<file path="config.mk">
export PLATFORM = sky130hd
export DESIGN_NAME = autobaud_serial_port
export DESIGN_NICKNAME = d
export VERILOG_FILES = /design/src/core/autobaud_pkg.sv /design/src/core/autobaud_serial_port.sv
export SDC_FILE = /design/constraint.sdc
export NUM_CORES = 1
export LEC_CHECK = 0
export BUFFER_PORTS_ARGS = -buffer_cell sky130_fd_sc_hd__buf_2
export CORE_ASPECT_RATIO = 2
export CORE_MARGIN = 1
export CORE_UTILIZATION = 57
export DETAILED_ROUTE_END_ITERATION = 12
export HOLD_SLACK_MARGIN = 0.12
export PLACE_DENSITY = 0.78
export SYNTH_ARGS = -nofsm -noshare
export SYNTH_HDL_FRONTEND = slang
export SYNTH_SLANG_ARGS = --single-unit
</file>
<file path="constraint.sdc">
create_clock -name core_clk_in -period 5.8 [get_ports core_clk_in]
set_input_delay 0.58 -clock core_clk_in [delete_from_list [all_inputs] [get_ports core_clk_in]]
set_output_delay 0.58 -clock core_clk_in [all_outputs]
set_load 0.005 [all_outputs]
</file>
<file path="src/core/autobaud_pkg.sv">
package autobaud_pkg;
  localparam int unsigned PARAM_W = 16;
  localparam int unsigned CLK_MHZ = 100;
  // one machine cycle is two clock cycles
  localparam int unsigned CLK_PER_MCYC = 2;
  localparam int unsigned BIT_BASE_MCYC = 83;
  localparam int unsigned BIT_STEP_MCYC = 14;
  localparam int unsigned ID_STEP_MCYC = 84;
  localparam logic [PARAM_W-1:0] ID_PRESET = 16'hFFFA;
  localparam logic [3:0] TX_BITS_TWO_STOP = 4'hB;
  localparam logic [3:0] TX_BITS_ONE_STOP = 4'hA;
  localparam logic [3:0] RX_SAMPLES = 4'h9;
  localparam logic [7:0] BYTE_ONE = 8'h01;
  localparam logic [PARAM_W-1:0] RESET_FULL_BIT = 16'h0157;
  localparam logic [PARAM_W-1:0] RESET_HALF_BIT = 16'h012C;
  localparam logic [23:0] BASE_CLKS = 24'(BIT_BASE_MCYC * CLK_PER_MCYC);
  localparam logic [23:0] STEP_CLKS = 24'(BIT_STEP_MCYC * CLK_PER_MCYC);
  localparam logic [23:0] ID_STEP_CLKS = 24'(ID_STEP_MCYC * CLK_PER_MCYC);
endpackage : autobaud_pkg

</file>
<file path="src/core/autobaud_serial_port.sv">
`timescale 1ns/1ps
`default_nettype none
module autobaud_serial_port
  import autobaud_pkg::*;
(
  input wire logic core_clk_in,
  input wire logic rst_in,
  input wire logic serial_in_pin_in,
  output logic serial_out_pin_out,
  input wire logic rate_identify_in,
  output logic identify_busy_out,
  input wire logic one_stop_in,
  input wire logic char_transmit_in,
  input wire logic [7:0] tx_char_in,
  output logic tx_busy_out,
  output logic tx_done_out,
  input wire logic char_receive_in,
  output logic rx_busy_out,
  output logic rx_done_out,
  output logic [7:0] rx_char_out,
  output logic [PARAM_W-1:0] full_bit_param_out,
  output logic [PARAM_W-1:0] half_bit_param_out
);

  ////////////////////////////////////////////////////////////////////////////
  // pin synchroniser: three stages, edge only when stages two and three agree
  // the filter flop follows only once two stages agree, so a one-cycle glitch is dropped
  logic [2:0] sync;
  logic rx_line;
  always_ff @(posedge core_clk_in or posedge rst_in) begin
    if (rst_in) begin
      sync <= 3'h7;
      rx_line <= 1'b1;
    end else begin
      sync <= {sync[1:0], serial_in_pin_in};
      if (sync[1] == sync[2]) begin
        rx_line <= sync[2];
      end
    end
  end

  ////////////////////////////////////////////////////////////////////////////
  // bit period from a byte-coded parameter: reduce each byte then scale
  function automatic logic [23:0] period_clks(input logic [PARAM_W-1:0] p);
    logic [15:0] reduced;
    reduced = {p[15:8] - BYTE_ONE, p[7:0] - BYTE_ONE};
    return BASE_CLKS + 24'(reduced) * STEP_CLKS;
  endfunction : period_clks

  // half wait counts only half the fixed overhead, so half plus full sits 1.5 bits out
  function automatic logic [23:0] half_clks(input logic [PARAM_W-1:0] p);
    logic [15:0] reduced;
    reduced = {p[15:8] - BYTE_ONE, p[7:0] - BYTE_ONE};
    return (BASE_CLKS >> 1) + 24'(reduced) * STEP_CLKS;
  endfunction : half_clks

  typedef enum logic [2:0] {
    S_IDLE = 3'h0,
    S_ID_HIGH = 3'h1,
    S_ID_FALL = 3'h2,
    S_ID_LOW = 3'h3,
    S_TX = 3'h4,
    S_RX_START = 3'h5,
    S_RX_BITS = 3'h6
  } state_t;

  state_t state, next_state;
  logic [23:0] timer, next_timer;
  logic [3:0] bits, next_bits;
  logic [8:0] shifter, next_shifter;
  logic [PARAM_W-1:0] meas, next_meas;
  logic [PARAM_W-1:0] full_bit, next_full_bit, half_bit, next_half_bit;
  logic line_out, next_line_out, tx_done, next_tx_done, rx_done, next_rx_done;
  logic [7:0] rx_char, next_rx_char;
  logic [PARAM_W-1:0] halved;

  always_comb begin
    next_state = state;
    next_timer = timer;
    next_bits = bits;
    next_shifter = shifter;
    next_meas = meas;
    next_full_bit = full_bit;
    next_half_bit = half_bit;
    next_line_out = line_out;
    next_tx_done = 1'b0;
    next_rx_done = 1'b0;
    next_rx_char = rx_char;
    halved = meas >> 1;
    unique case (state)
      S_IDLE: begin
        next_line_out = 1'b1;
        if (rate_identify_in) begin
          next_state = S_ID_HIGH;
        end else if (char_transmit_in) begin
          // byte sits above the carry so each rotate brings the next data bit to bit zero
          next_shifter = {tx_char_in, 1'b0}; // carry starts at zero
          next_line_out = 1'b0;
          next_bits = one_stop_in ? TX_BITS_ONE_STOP : TX_BITS_TWO_STOP;
          next_timer = period_clks(full_bit);
          next_state = S_TX;
        end else if (char_receive_in) begin
          next_state = S_RX_START;
        end
      end
      S_ID_HIGH: begin
        if (rx_line) begin
          next_state = S_ID_FALL;
        end
      end
      S_ID_FALL: begin
        if (!rx_line) begin
          next_meas = ID_PRESET;
          next_timer = ID_STEP_CLKS;
          next_state = S_ID_LOW;
        end
      end
      S_ID_LOW: begin
        if (rx_line) begin
          // steps round down, so a low just short of a step reads one rate faster
          // measured low spans six bits of the space character
          next_full_bit = {meas[15:8] + BYTE_ONE, meas[7:0] + BYTE_ONE};
          next_half_bit = {halved[15:8] + BYTE_ONE, halved[7:0] + BYTE_ONE};
          next_state = S_IDLE;
        end else if (timer == 24'h000001) begin
          next_meas = meas + 16'h0001;
          next_timer = ID_STEP_CLKS;
        end else begin
          next_timer = timer - 24'h000001;
        end
      end
      S_TX: begin
        if (timer == 24'h000001) begin
          // carry set to one then the nine bits rotate right
          next_shifter = {1'b1, shifter[8:1]};
          next_bits = bits - 4'h1;
          if (bits == 4'h1) begin
            next_line_out = 1'b1;
            next_tx_done = 1'b1;
            next_state = S_IDLE;
          end else begin
            next_line_out = shifter[1];
            next_timer = period_clks(full_bit);
          end
        end else begin
          next_timer = timer - 24'h000001;
        end
      end
      S_RX_START: begin
        if (!rx_line) begin
          // half bit plus a full bit, both loaded here, puts the first sample at 1.5 bits
          next_timer = half_clks(half_bit) + period_clks(full_bit);
          next_bits = RX_SAMPLES;
          next_state = S_RX_BITS;
        end
      end
      S_RX_BITS: begin
        if (timer == 24'h000001) begin
          next_bits = bits - 4'h1;
          next_timer = period_clks(full_bit);
          if (bits == 4'h1) begin
            next_rx_done = 1'b1; // ninth sample is the stop bit, not kept
            next_state = S_IDLE;
          end else begin
            // the line arrives a few cycles late through the filter, still far inside the bit
            next_rx_char = {rx_line, rx_char[7:1]};
          end
        end else begin
          next_timer = timer - 24'h000001;
        end
      end
      default: begin
        next_state = S_IDLE;
      end
    endcase
  end

  // parameters only change on the identify path
  always_ff @(posedge core_clk_in or posedge rst_in) begin
    if (rst_in) begin
      state <= S_IDLE;
      timer <= 24'h000000;
      bits <= 4'h0;
      shifter <= 9'h1FF;
      meas <= 16'h0000;
      full_bit <= RESET_FULL_BIT;
      half_bit <= RESET_HALF_BIT;
      line_out <= 1'b1;
      tx_done <= 1'b0;
      rx_done <= 1'b0;
      rx_char <= 8'h00;
      identify_busy_out <= 1'b0;
      tx_busy_out <= 1'b0;
      rx_busy_out <= 1'b0;
    end else begin
      state <= next_state;
      timer <= next_timer;
      bits <= next_bits;
      shifter <= next_shifter;
      meas <= next_meas;
      full_bit <= next_full_bit;
      half_bit <= next_half_bit;
      line_out <= next_line_out;
      tx_done <= next_tx_done;
      rx_done <= next_rx_done;
      rx_char <= next_rx_char;
      // busy follows the next state so it rises with the first cycle of the work
      identify_busy_out <= next_state inside {S_ID_HIGH, S_ID_FALL, S_ID_LOW};
      tx_busy_out <= next_state == S_TX;
      rx_busy_out <= next_state inside {S_RX_START, S_RX_BITS};
    end
  end

  assign serial_out_pin_out = line_out;
  assign tx_done_out = tx_done;
  assign rx_done_out = rx_done;
  assign rx_char_out = rx_char;
  assign full_bit_param_out = full_bit;
  assign half_bit_param_out = half_bit;

  ////////////////////////////////////////////////////////////////////////////
  // internal state is watched where no port shows the step being checked
  chk_tx_start_low: assert property (@(posedge core_clk_in) disable iff (rst_in)
    (state == S_IDLE && !rate_identify_in && char_transmit_in) |=> !serial_out_pin_out)
    else $error("start bit not low");
  chk_tx_end_high: assert property (@(posedge core_clk_in) disable iff (rst_in)
    tx_done_out |-> serial_out_pin_out)
    else $error("line not high after frame");
  chk_tx_bit_count: assert property (@(posedge core_clk_in) disable iff (rst_in)
    (state == S_IDLE && !rate_identify_in && char_transmit_in) |=>
    (bits == ($past(one_stop_in) ? TX_BITS_ONE_STOP : TX_BITS_TWO_STOP)))
    else $error("wrong bit count");
  chk_carry_set: assert property (@(posedge core_clk_in) disable iff (rst_in)
    (state == S_TX && timer == 24'h000001) |=> shifter[8])
    else $error("carry not set to one");
  chk_rx_lsb_first: assert property (@(posedge core_clk_in) disable iff (rst_in)
    (state == S_RX_BITS && timer == 24'h000001 && bits != 4'h1) |=> rx_char[7] == $past(rx_line))
    else $error("sample not shifted in");
  chk_rx_keeps_stop: assert property (@(posedge core_clk_in) disable iff (rst_in)
    rx_done_out |-> $stable(rx_char_out))
    else $error("stop bit stored");
  chk_id_preset: assert property (@(posedge core_clk_in) disable iff (rst_in)
    (state == S_ID_FALL && !rx_line) |=> meas == ID_PRESET)
    else $error("preset wrong");
  chk_param_hold: assert property (@(posedge core_clk_in) disable iff (rst_in)
    (state != S_ID_LOW) |=> $stable(full_bit) && $stable(half_bit))
    else $error("parameter changed");
  chk_done_pulse: assert property (@(posedge core_clk_in) disable iff (rst_in)
    tx_done_out |=> !tx_done_out)
    else $error("done too long");
  chk_rx_done_pulse: assert property (@(posedge core_clk_in) disable iff (rst_in)
    rx_done_out |=> !rx_done_out)
    else $error("receive done too long");
  chk_tx_line_shift: assert property (@(posedge core_clk_in) disable iff (rst_in)
    (state == S_TX && timer == 24'h000001 && bits != 4'h1) |=> serial_out_pin_out == $past(shifter[1]))
    else $error("line not fed from rotator");
  chk_tx_holds_frame: assert property (@(posedge core_clk_in) disable iff (rst_in)
    (state == S_TX && timer != 24'h000001) |=> state == S_TX)
    else $error("frame cut short");
  chk_idle_line_high: assert property (@(posedge core_clk_in) disable iff (rst_in)
    (state == S_IDLE) |-> serial_out_pin_out)
    else $error("line low while idle");
  chk_rx_sample_count: assert property (@(posedge core_clk_in) disable iff (rst_in)
    (state == S_RX_START && !rx_line) |=> bits == RX_SAMPLES)
    else $error("wrong sample count");
  chk_id_step: assert property (@(posedge core_clk_in) disable iff (rst_in)
    (state == S_ID_LOW && !rx_line && timer == 24'h000001) |=> meas == $past(meas) + 16'h0001)
    else $error("measure not stepped");
  chk_id_wait_high: assert property (@(posedge core_clk_in) disable iff (rst_in)
    (state == S_ID_HIGH && !rx_line) |=> state == S_ID_HIGH)
    else $error("measure began without idle line");
  chk_id_priority: assert property (@(posedge core_clk_in) disable iff (rst_in)
    (state == S_IDLE && rate_identify_in) |=> state == S_ID_HIGH)
    else $error("identify request not taken");
  // covers: a one-stop frame request, a refused request, each kind of completion
  cov_tx: cover property (@(posedge core_clk_in) tx_done_out);
  cov_rx: cover property (@(posedge core_clk_in) rx_done_out);
  cov_id: cover property (@(posedge core_clk_in) state == S_ID_LOW && rx_line);
  cov_tx_one_stop: cover property (@(posedge core_clk_in) state == S_IDLE && char_transmit_in && one_stop_in);
  cov_tx_refused: cover property (@(posedge core_clk_in) state == S_TX && char_transmit_in);

endmodule : autobaud_serial_port
`default_nettype wire

</file>
# [After elaboration in Yosys (flattened, before gate mapping)]
# Index checks and enable logic that the tools add are counted.
[word_totals] ff_bits=106 word_cells=115 inputBits=15
[classes] mul=2 muxes=43 bitwise=1 n_eq_ne=24 add_sub_neg=14 n_reduce_logical=15
[op_table] cell="24-bit 2-to-1 mux" count=9
[op_table] cell="24-bit one-hot mux with 6 select lines" count=1
[op_table] cell="16-bit 2-to-1 mux" count=3
[op_table] cell="16-bit by 3-bit multiplier with 19-bit output, second input constant" count=2
[op_table] cell="16-bit one-hot mux with 2 select lines" count=1
[op_table] cell="8-bit by 1-bit subtractor with 8-bit output, second input constant" count=4
[op_table] cell="3-bit 2-to-1 mux" count=9
[op_table] cell="9-bit 2-to-1 mux" count=3
[op_table] cell="22-bit by 24-bit adder with 24-bit output" count=1
[op_table] cell="8-bit by 1-bit adder with 8-bit output, second input constant" count=3
[op_table] cell="24-bit by 1-bit equality test with 1-bit output, second input constant" count=1
[op_table] cell="24-bit by 1-bit subtractor with 24-bit output, second input constant" count=1
[op_table] cell="7-bit by 21-bit adder with 22-bit output, first input constant" count=1
[op_table] cell="8-bit by 21-bit adder with 22-bit output, first input constant" count=1
[op_table] cell="3-bit equality test, second input constant" count=6
[op_table] cell="3-bit one-hot mux with 6 select lines" count=1
[op_table] cell="9-bit one-hot mux with 2 select lines" count=1
[op_table] cell="16-bit by 1-bit adder with 16-bit output, second input constant" count=1
[op_table] cell="4-bit 2-to-1 mux" count=4
[op_table] cell="2-bit inequality test, second input constant" count=7
[op_table] cell="3-bit by 2-bit equality test with 1-bit output, second input constant" count=4
[op_table] cell="4-bit one-hot mux with 3 select lines" count=1
[op_table] cell="1-bit 2-to-1 mux" count=9
[op_table] cell="7-bit by 1-bit adder with 8-bit output, second input constant" count=1
[op_table] cell="18 further kinds" count=24

# [Longest topological paths before layout]
[logic_depth] depth_word=6 mapped_depth=27 depth_no_buf=27

# [Worst setup path after synthesis]
# Ideal clock, no wire load.
[synth_path] kind="register -> register" from="register full_bit[2], in the netlist full_bit_param_out[2]" to="register timer[20]" n_path_buf=0 path_stages_with_launch=25 arrival_time_ps=6128 slack_ps=-405 period_less_slack_ps=6205 setup_time_ps=77 cell_sequence="dfstp_2 > inv_1 > ha_1 > a21boi_0 > xor2_1 > inv_1 > fa_1 > inv_1 > fa_1 > a211oi_2 > o21bai_1 > a311oi_1 > xor2_1 > or3_4 > nor3b_4 > nand2_1 > xor2_1 > ha_1 > ha_1 > nor2_1 > or3b_2 > or3_1 > a21oi_1 > o21ai_0 > a21oi_1"
[synth_between] elab_chain_len=6 elab_cells_between_ends=11
[synth_rtl] element="from (decl)" line="autobaud_serial_port.sv:72" rtl="logic [PARAM_W-1:0] full_bit, next_full_bit, half_bit, next_half_bit;"
[synth_rtl] element="from (signal assigned)" line="autobaud_serial_port.sv:201" rtl="full_bit <= next_full_bit;"
[synth_rtl] element="8-bit by 1-bit subtractor with 8-bit output *" line="autobaud_serial_port.sv:46" rtl="reduced = {p[15:8] - BYTE_ONE, p[7:0] - BYTE_ONE};"
[synth_rtl] element="16-bit by 3-bit multiplier with 19-bit output *" line="autobaud_serial_port.sv:47" rtl="return BASE_CLKS + 24'(reduced) * STEP_CLKS;"
[synth_rtl] element="8-bit by 21-bit adder with 22-bit output *" line="autobaud_serial_port.sv:47"
[synth_rtl] element="22-bit by 24-bit adder with 24-bit output (tied with other cells)" line="autobaud_serial_port.sv:152" rtl="next_timer = half_clks(half_bit) + period_clks(full_bit);"
[synth_rtl] element="24-bit 2-to-1 mux (on tied branches)" line="autobaud_serial_port.sv:150, autobaud_serial_port.sv:93, autobaud_serial_port.sv:133"
[synth_rtl] element="24-bit one-hot mux with 6 select lines *" line="autobaud_serial_port.sv:90" rtl="unique case (state)"
[synth_rtl] element="to (signal assigned)" line="autobaud_serial_port.sv:197" rtl="timer <= next_timer;"
[synth_rtl] element="to (decl)" line="autobaud_serial_port.sv:68" rtl="logic [23:0] timer, next_timer;"
# Mark *: on every way between the ends. The rest lies on a longest branch, timed or not. The select of a mux whose other input is x is not followed.
# A chain may end at the register's enable or synchronous reset.

# [Worst setup path after layout]
[layout_path] from="register full_bit[1], in the netlist full_bit_param_out[1]" to="register timer[21]"
# The elaborated chain is that of the path after synthesis.

==> impl_results.md <==
* Status: complete, but fails checks
* Failing checks: setup timing
* IO Pins at 61
* FF+latch count, synth at 105
* Starting Density at 0.5806
* Max-Cap Viols at 0
* Final Hold Fails at 0
* GP Congestion at 1.034
* CP required at 6.10 ns
* Yosys warnings at 0
* Core area at 17190 µm²
* Max-slew headroom at 0.2727
* Async SR Flop Fraction at 1.000
* H-tree depth at 3
* Yosys top cell by area: dfrtp_1
* # setup viols final at 7
* Hold Crit Class: input port to async pin
* Clock sink count at about 110
* Xor-xnor portion of the synthesized cell area at 0.1151
* Count leader, synth: nor2_1
* Routed vias/inst at 6.229
* Dominant synthesized flop cell: dfrtp_1
* Fin crit period at 6.040 ns
* Total GRT Usage at 0.3551
* Largest family of logic cells by synthesized area: compound AO/OA/AOI/OAI gates
* Nets at 1518
* Post-synth top area share at 0.2056
* Complex-gate fraction of the synthesized area at 0.2084
* RSZ-0062 raised after global routing: true
* Synthesized area at approximately 10000 µm²
* Post-route cell area at between 10000 and 15000 µm²
* Initial antenna violation count at 0
* CP endpoint kind: register
* Worst-path clk slew at about 0.080 ns
* Slowest stage delay, CP at 0.56 ns
* Total grt overflow at 0
* Drt wl/cell at 20.04 µm
* Syn_nets at 1321
* Worst Hold Slack at 0.1980 ns
* Slew @ Worst Pin at around 1.1 ns
* Vias after detailed routing at approximately 10000
* Die Width at 95.56 µm
* Max Fanout on Critical Path at 4
* Post-Synthesis Cells at roughly 1200
* Drc violations at 0
* Pins Over Slew Limit at 0
* CTS tree: done
* Number of buffers added on ports at 60
* Later-pin clock latency in the skew report at between 0.3 and 0.4 ns
* Post-synthesis simple-gate area fraction at 0.1818
* Multiplexer share of the synthesized area at 0.02270
* WP data arrival at 6.34 ns
* Worst setup margin at -0.2403 ns
* Global-route wire length before repair at 48810 µm
* Setup crit start kind: register
* Post-Synth Adder-Cell Area at 0.1595
* Root Driver: clkbuf_16
* Synth top area cells: dfrtp_1, ha_1, xnor2_1
* Final period util at 1.041
* First drt pass iteration count at 6
* Core Rows at 68
* DP Area at 11560 µm²
* Vias in the first global route at 10200
* Largest net degree at the start of global routing at a little over 70
* Final core utilization at 0.7330
* Fin Clk Skew at 0.009889 ns
* Clk buf depth at 2
* CP Class: register to register
* Slowest cell on the critical path: dfstp_2
* Drt first-iter violations at about 390
* Area Overhead vs Synth at 26.24%
* Register area share after synthesis at 0.2662
* Post-synthesis cell type count at 85
* WL final at approximately 32000 µm
* Most frequent cells after synthesis: nor2_1, nand2_1, o21ai_0
* Layout cells sized above 1 at 0.2844
* Total die area at around 18000 µm²
* Synth Area per Inst at 8.357 µm²
* F_max at 165.6 MHz
* ANT cells at 0
* DRT antenna net count at 0
* Total CTS buffers at 9
* Die span in y at 189.1 µm
* DP HPWL at ~23000 µm
* EDFF count, synth at 0
## worst paths after layout
| path | slack, ns | from | depth (start not counted) | to |
|---|---|---|---|---|
| setup / recovery | -0.24 | full_bit_param_out[1] | 28 | timer[21] |
| hold / removal | 0.20 | rst_in | 2 | timer[0] |
| setup reg to reg | -0.24 | full_bit_param_out[1] | 28 | timer[21] |
| hold reg to reg | 0.36 | sync[0] | 0 | sync[1] |
| max in group asynchronous | 4.27 | rst_in | 3 | timer[16] |
| min in group core_clk_in | 0.30 | serial_in_pin_in | 1 | sync[0] |
## layer usage
layer  track usage  routed length [µm]  vias up
met5             0                   0        -
met4        0.3295                3334        0
met3       0.06386                1556      203
met2        0.6478               17160      410
met1        0.3097               10150     4770
li1              -                   -     4620
## cells by family (layout without fill, tap and decap cells)
kind of cell | Yosys count | count (layout)
adders and majority gates | 113 | 113
xor gates and xnor gates | 127 | 127
AOI/OAI and AO/OA | 328 | 328
and+or+nand+nor | 378 | 378
DFF | 105 | 105
muxes | 21 | 21
buffers and inverters | 122 | 324
## critical path: cells and delay by family, from the launching register on
family | cells | cell delay (ns)
compound gates | 10 | 2.15
fa+ha+maj | 4 | 1.03
simple gates | 6 | 1.04
buf+inv | 4 | 0.55
xor+xnor | 4 | 0.65
flops | 1 | 0.56
## placed cells by master, fill, tap and decap left out, types with 6 or more instances in the layout
master and instances:
ha_4 10, nand2_1 105, o211ai_1 9, dfrtp_1 82
a21oi_2 10, ha_1 75, nor2b_1 6, mux2_2 13
clkbuf_16 9, mux2i_1 8, o21ai_1 7, nor4_1 8
xor2_2 7, inv_1 76, o22ai_1 6, nor3_1 31
or2_2 6, dfstp_2 23, xor2_1 46, a21o_1 13
a31oi_1 17, nand3_1 28, xnor2_1 62, buf_2 60
fa_1 22, o21ai_0 94, xnor2_2 10, nand4_1 7
or3_1 10, o21a_1 9, nor2_1 114, a21oi_1 72
nand2b_1 8, o21bai_1 10, buf_4 160
## layout make-up
type	count	area [µm²]
Multi-Input combinational cell	967	7477
Fill cell	1209	4589
Sequential cell	105	2656
Timing Repair Buffer	224	1546
Inverter	84	322.8
Tap cell	210	262.8
Clock buffer	9	225.2
Clock inverter	7	106.4
## stage by stage
stage                     setup WS, ns  std cells  TNS, ns
after floorplan               0.001060       1194        0
after global placement         -0.2115       1569  -0.5771
after detailed placement       -0.3665       1569   -1.145
after CTS                      -0.1069       1593  -0.2154
after global routing           -0.4960       1606   -2.854
final                          -0.2403       1606  -0.9372
## state kept, by name (all words and copies together), names as in the netlist, 3 cells and up
register / cells
rx_char_out: 8
state: 3
sync: 3
timer: 24
shifter: 8
full_bit_param_out: 16
bits: 4
half_bit_param_out: 16
meas: 16
## what timing repair did
action                     in CTS  in global routing
buffers inserted                8                 13
pin swaps                      31                 36
hold buffers                    0                  0
resized for setup              60                 48
cloned                          0                  0
setup endpoints to repair       6                 13
Power is left out: the tool's default activity adds up to more than one toggle a clock period on the data nets, which glitch-free logic cannot reach.
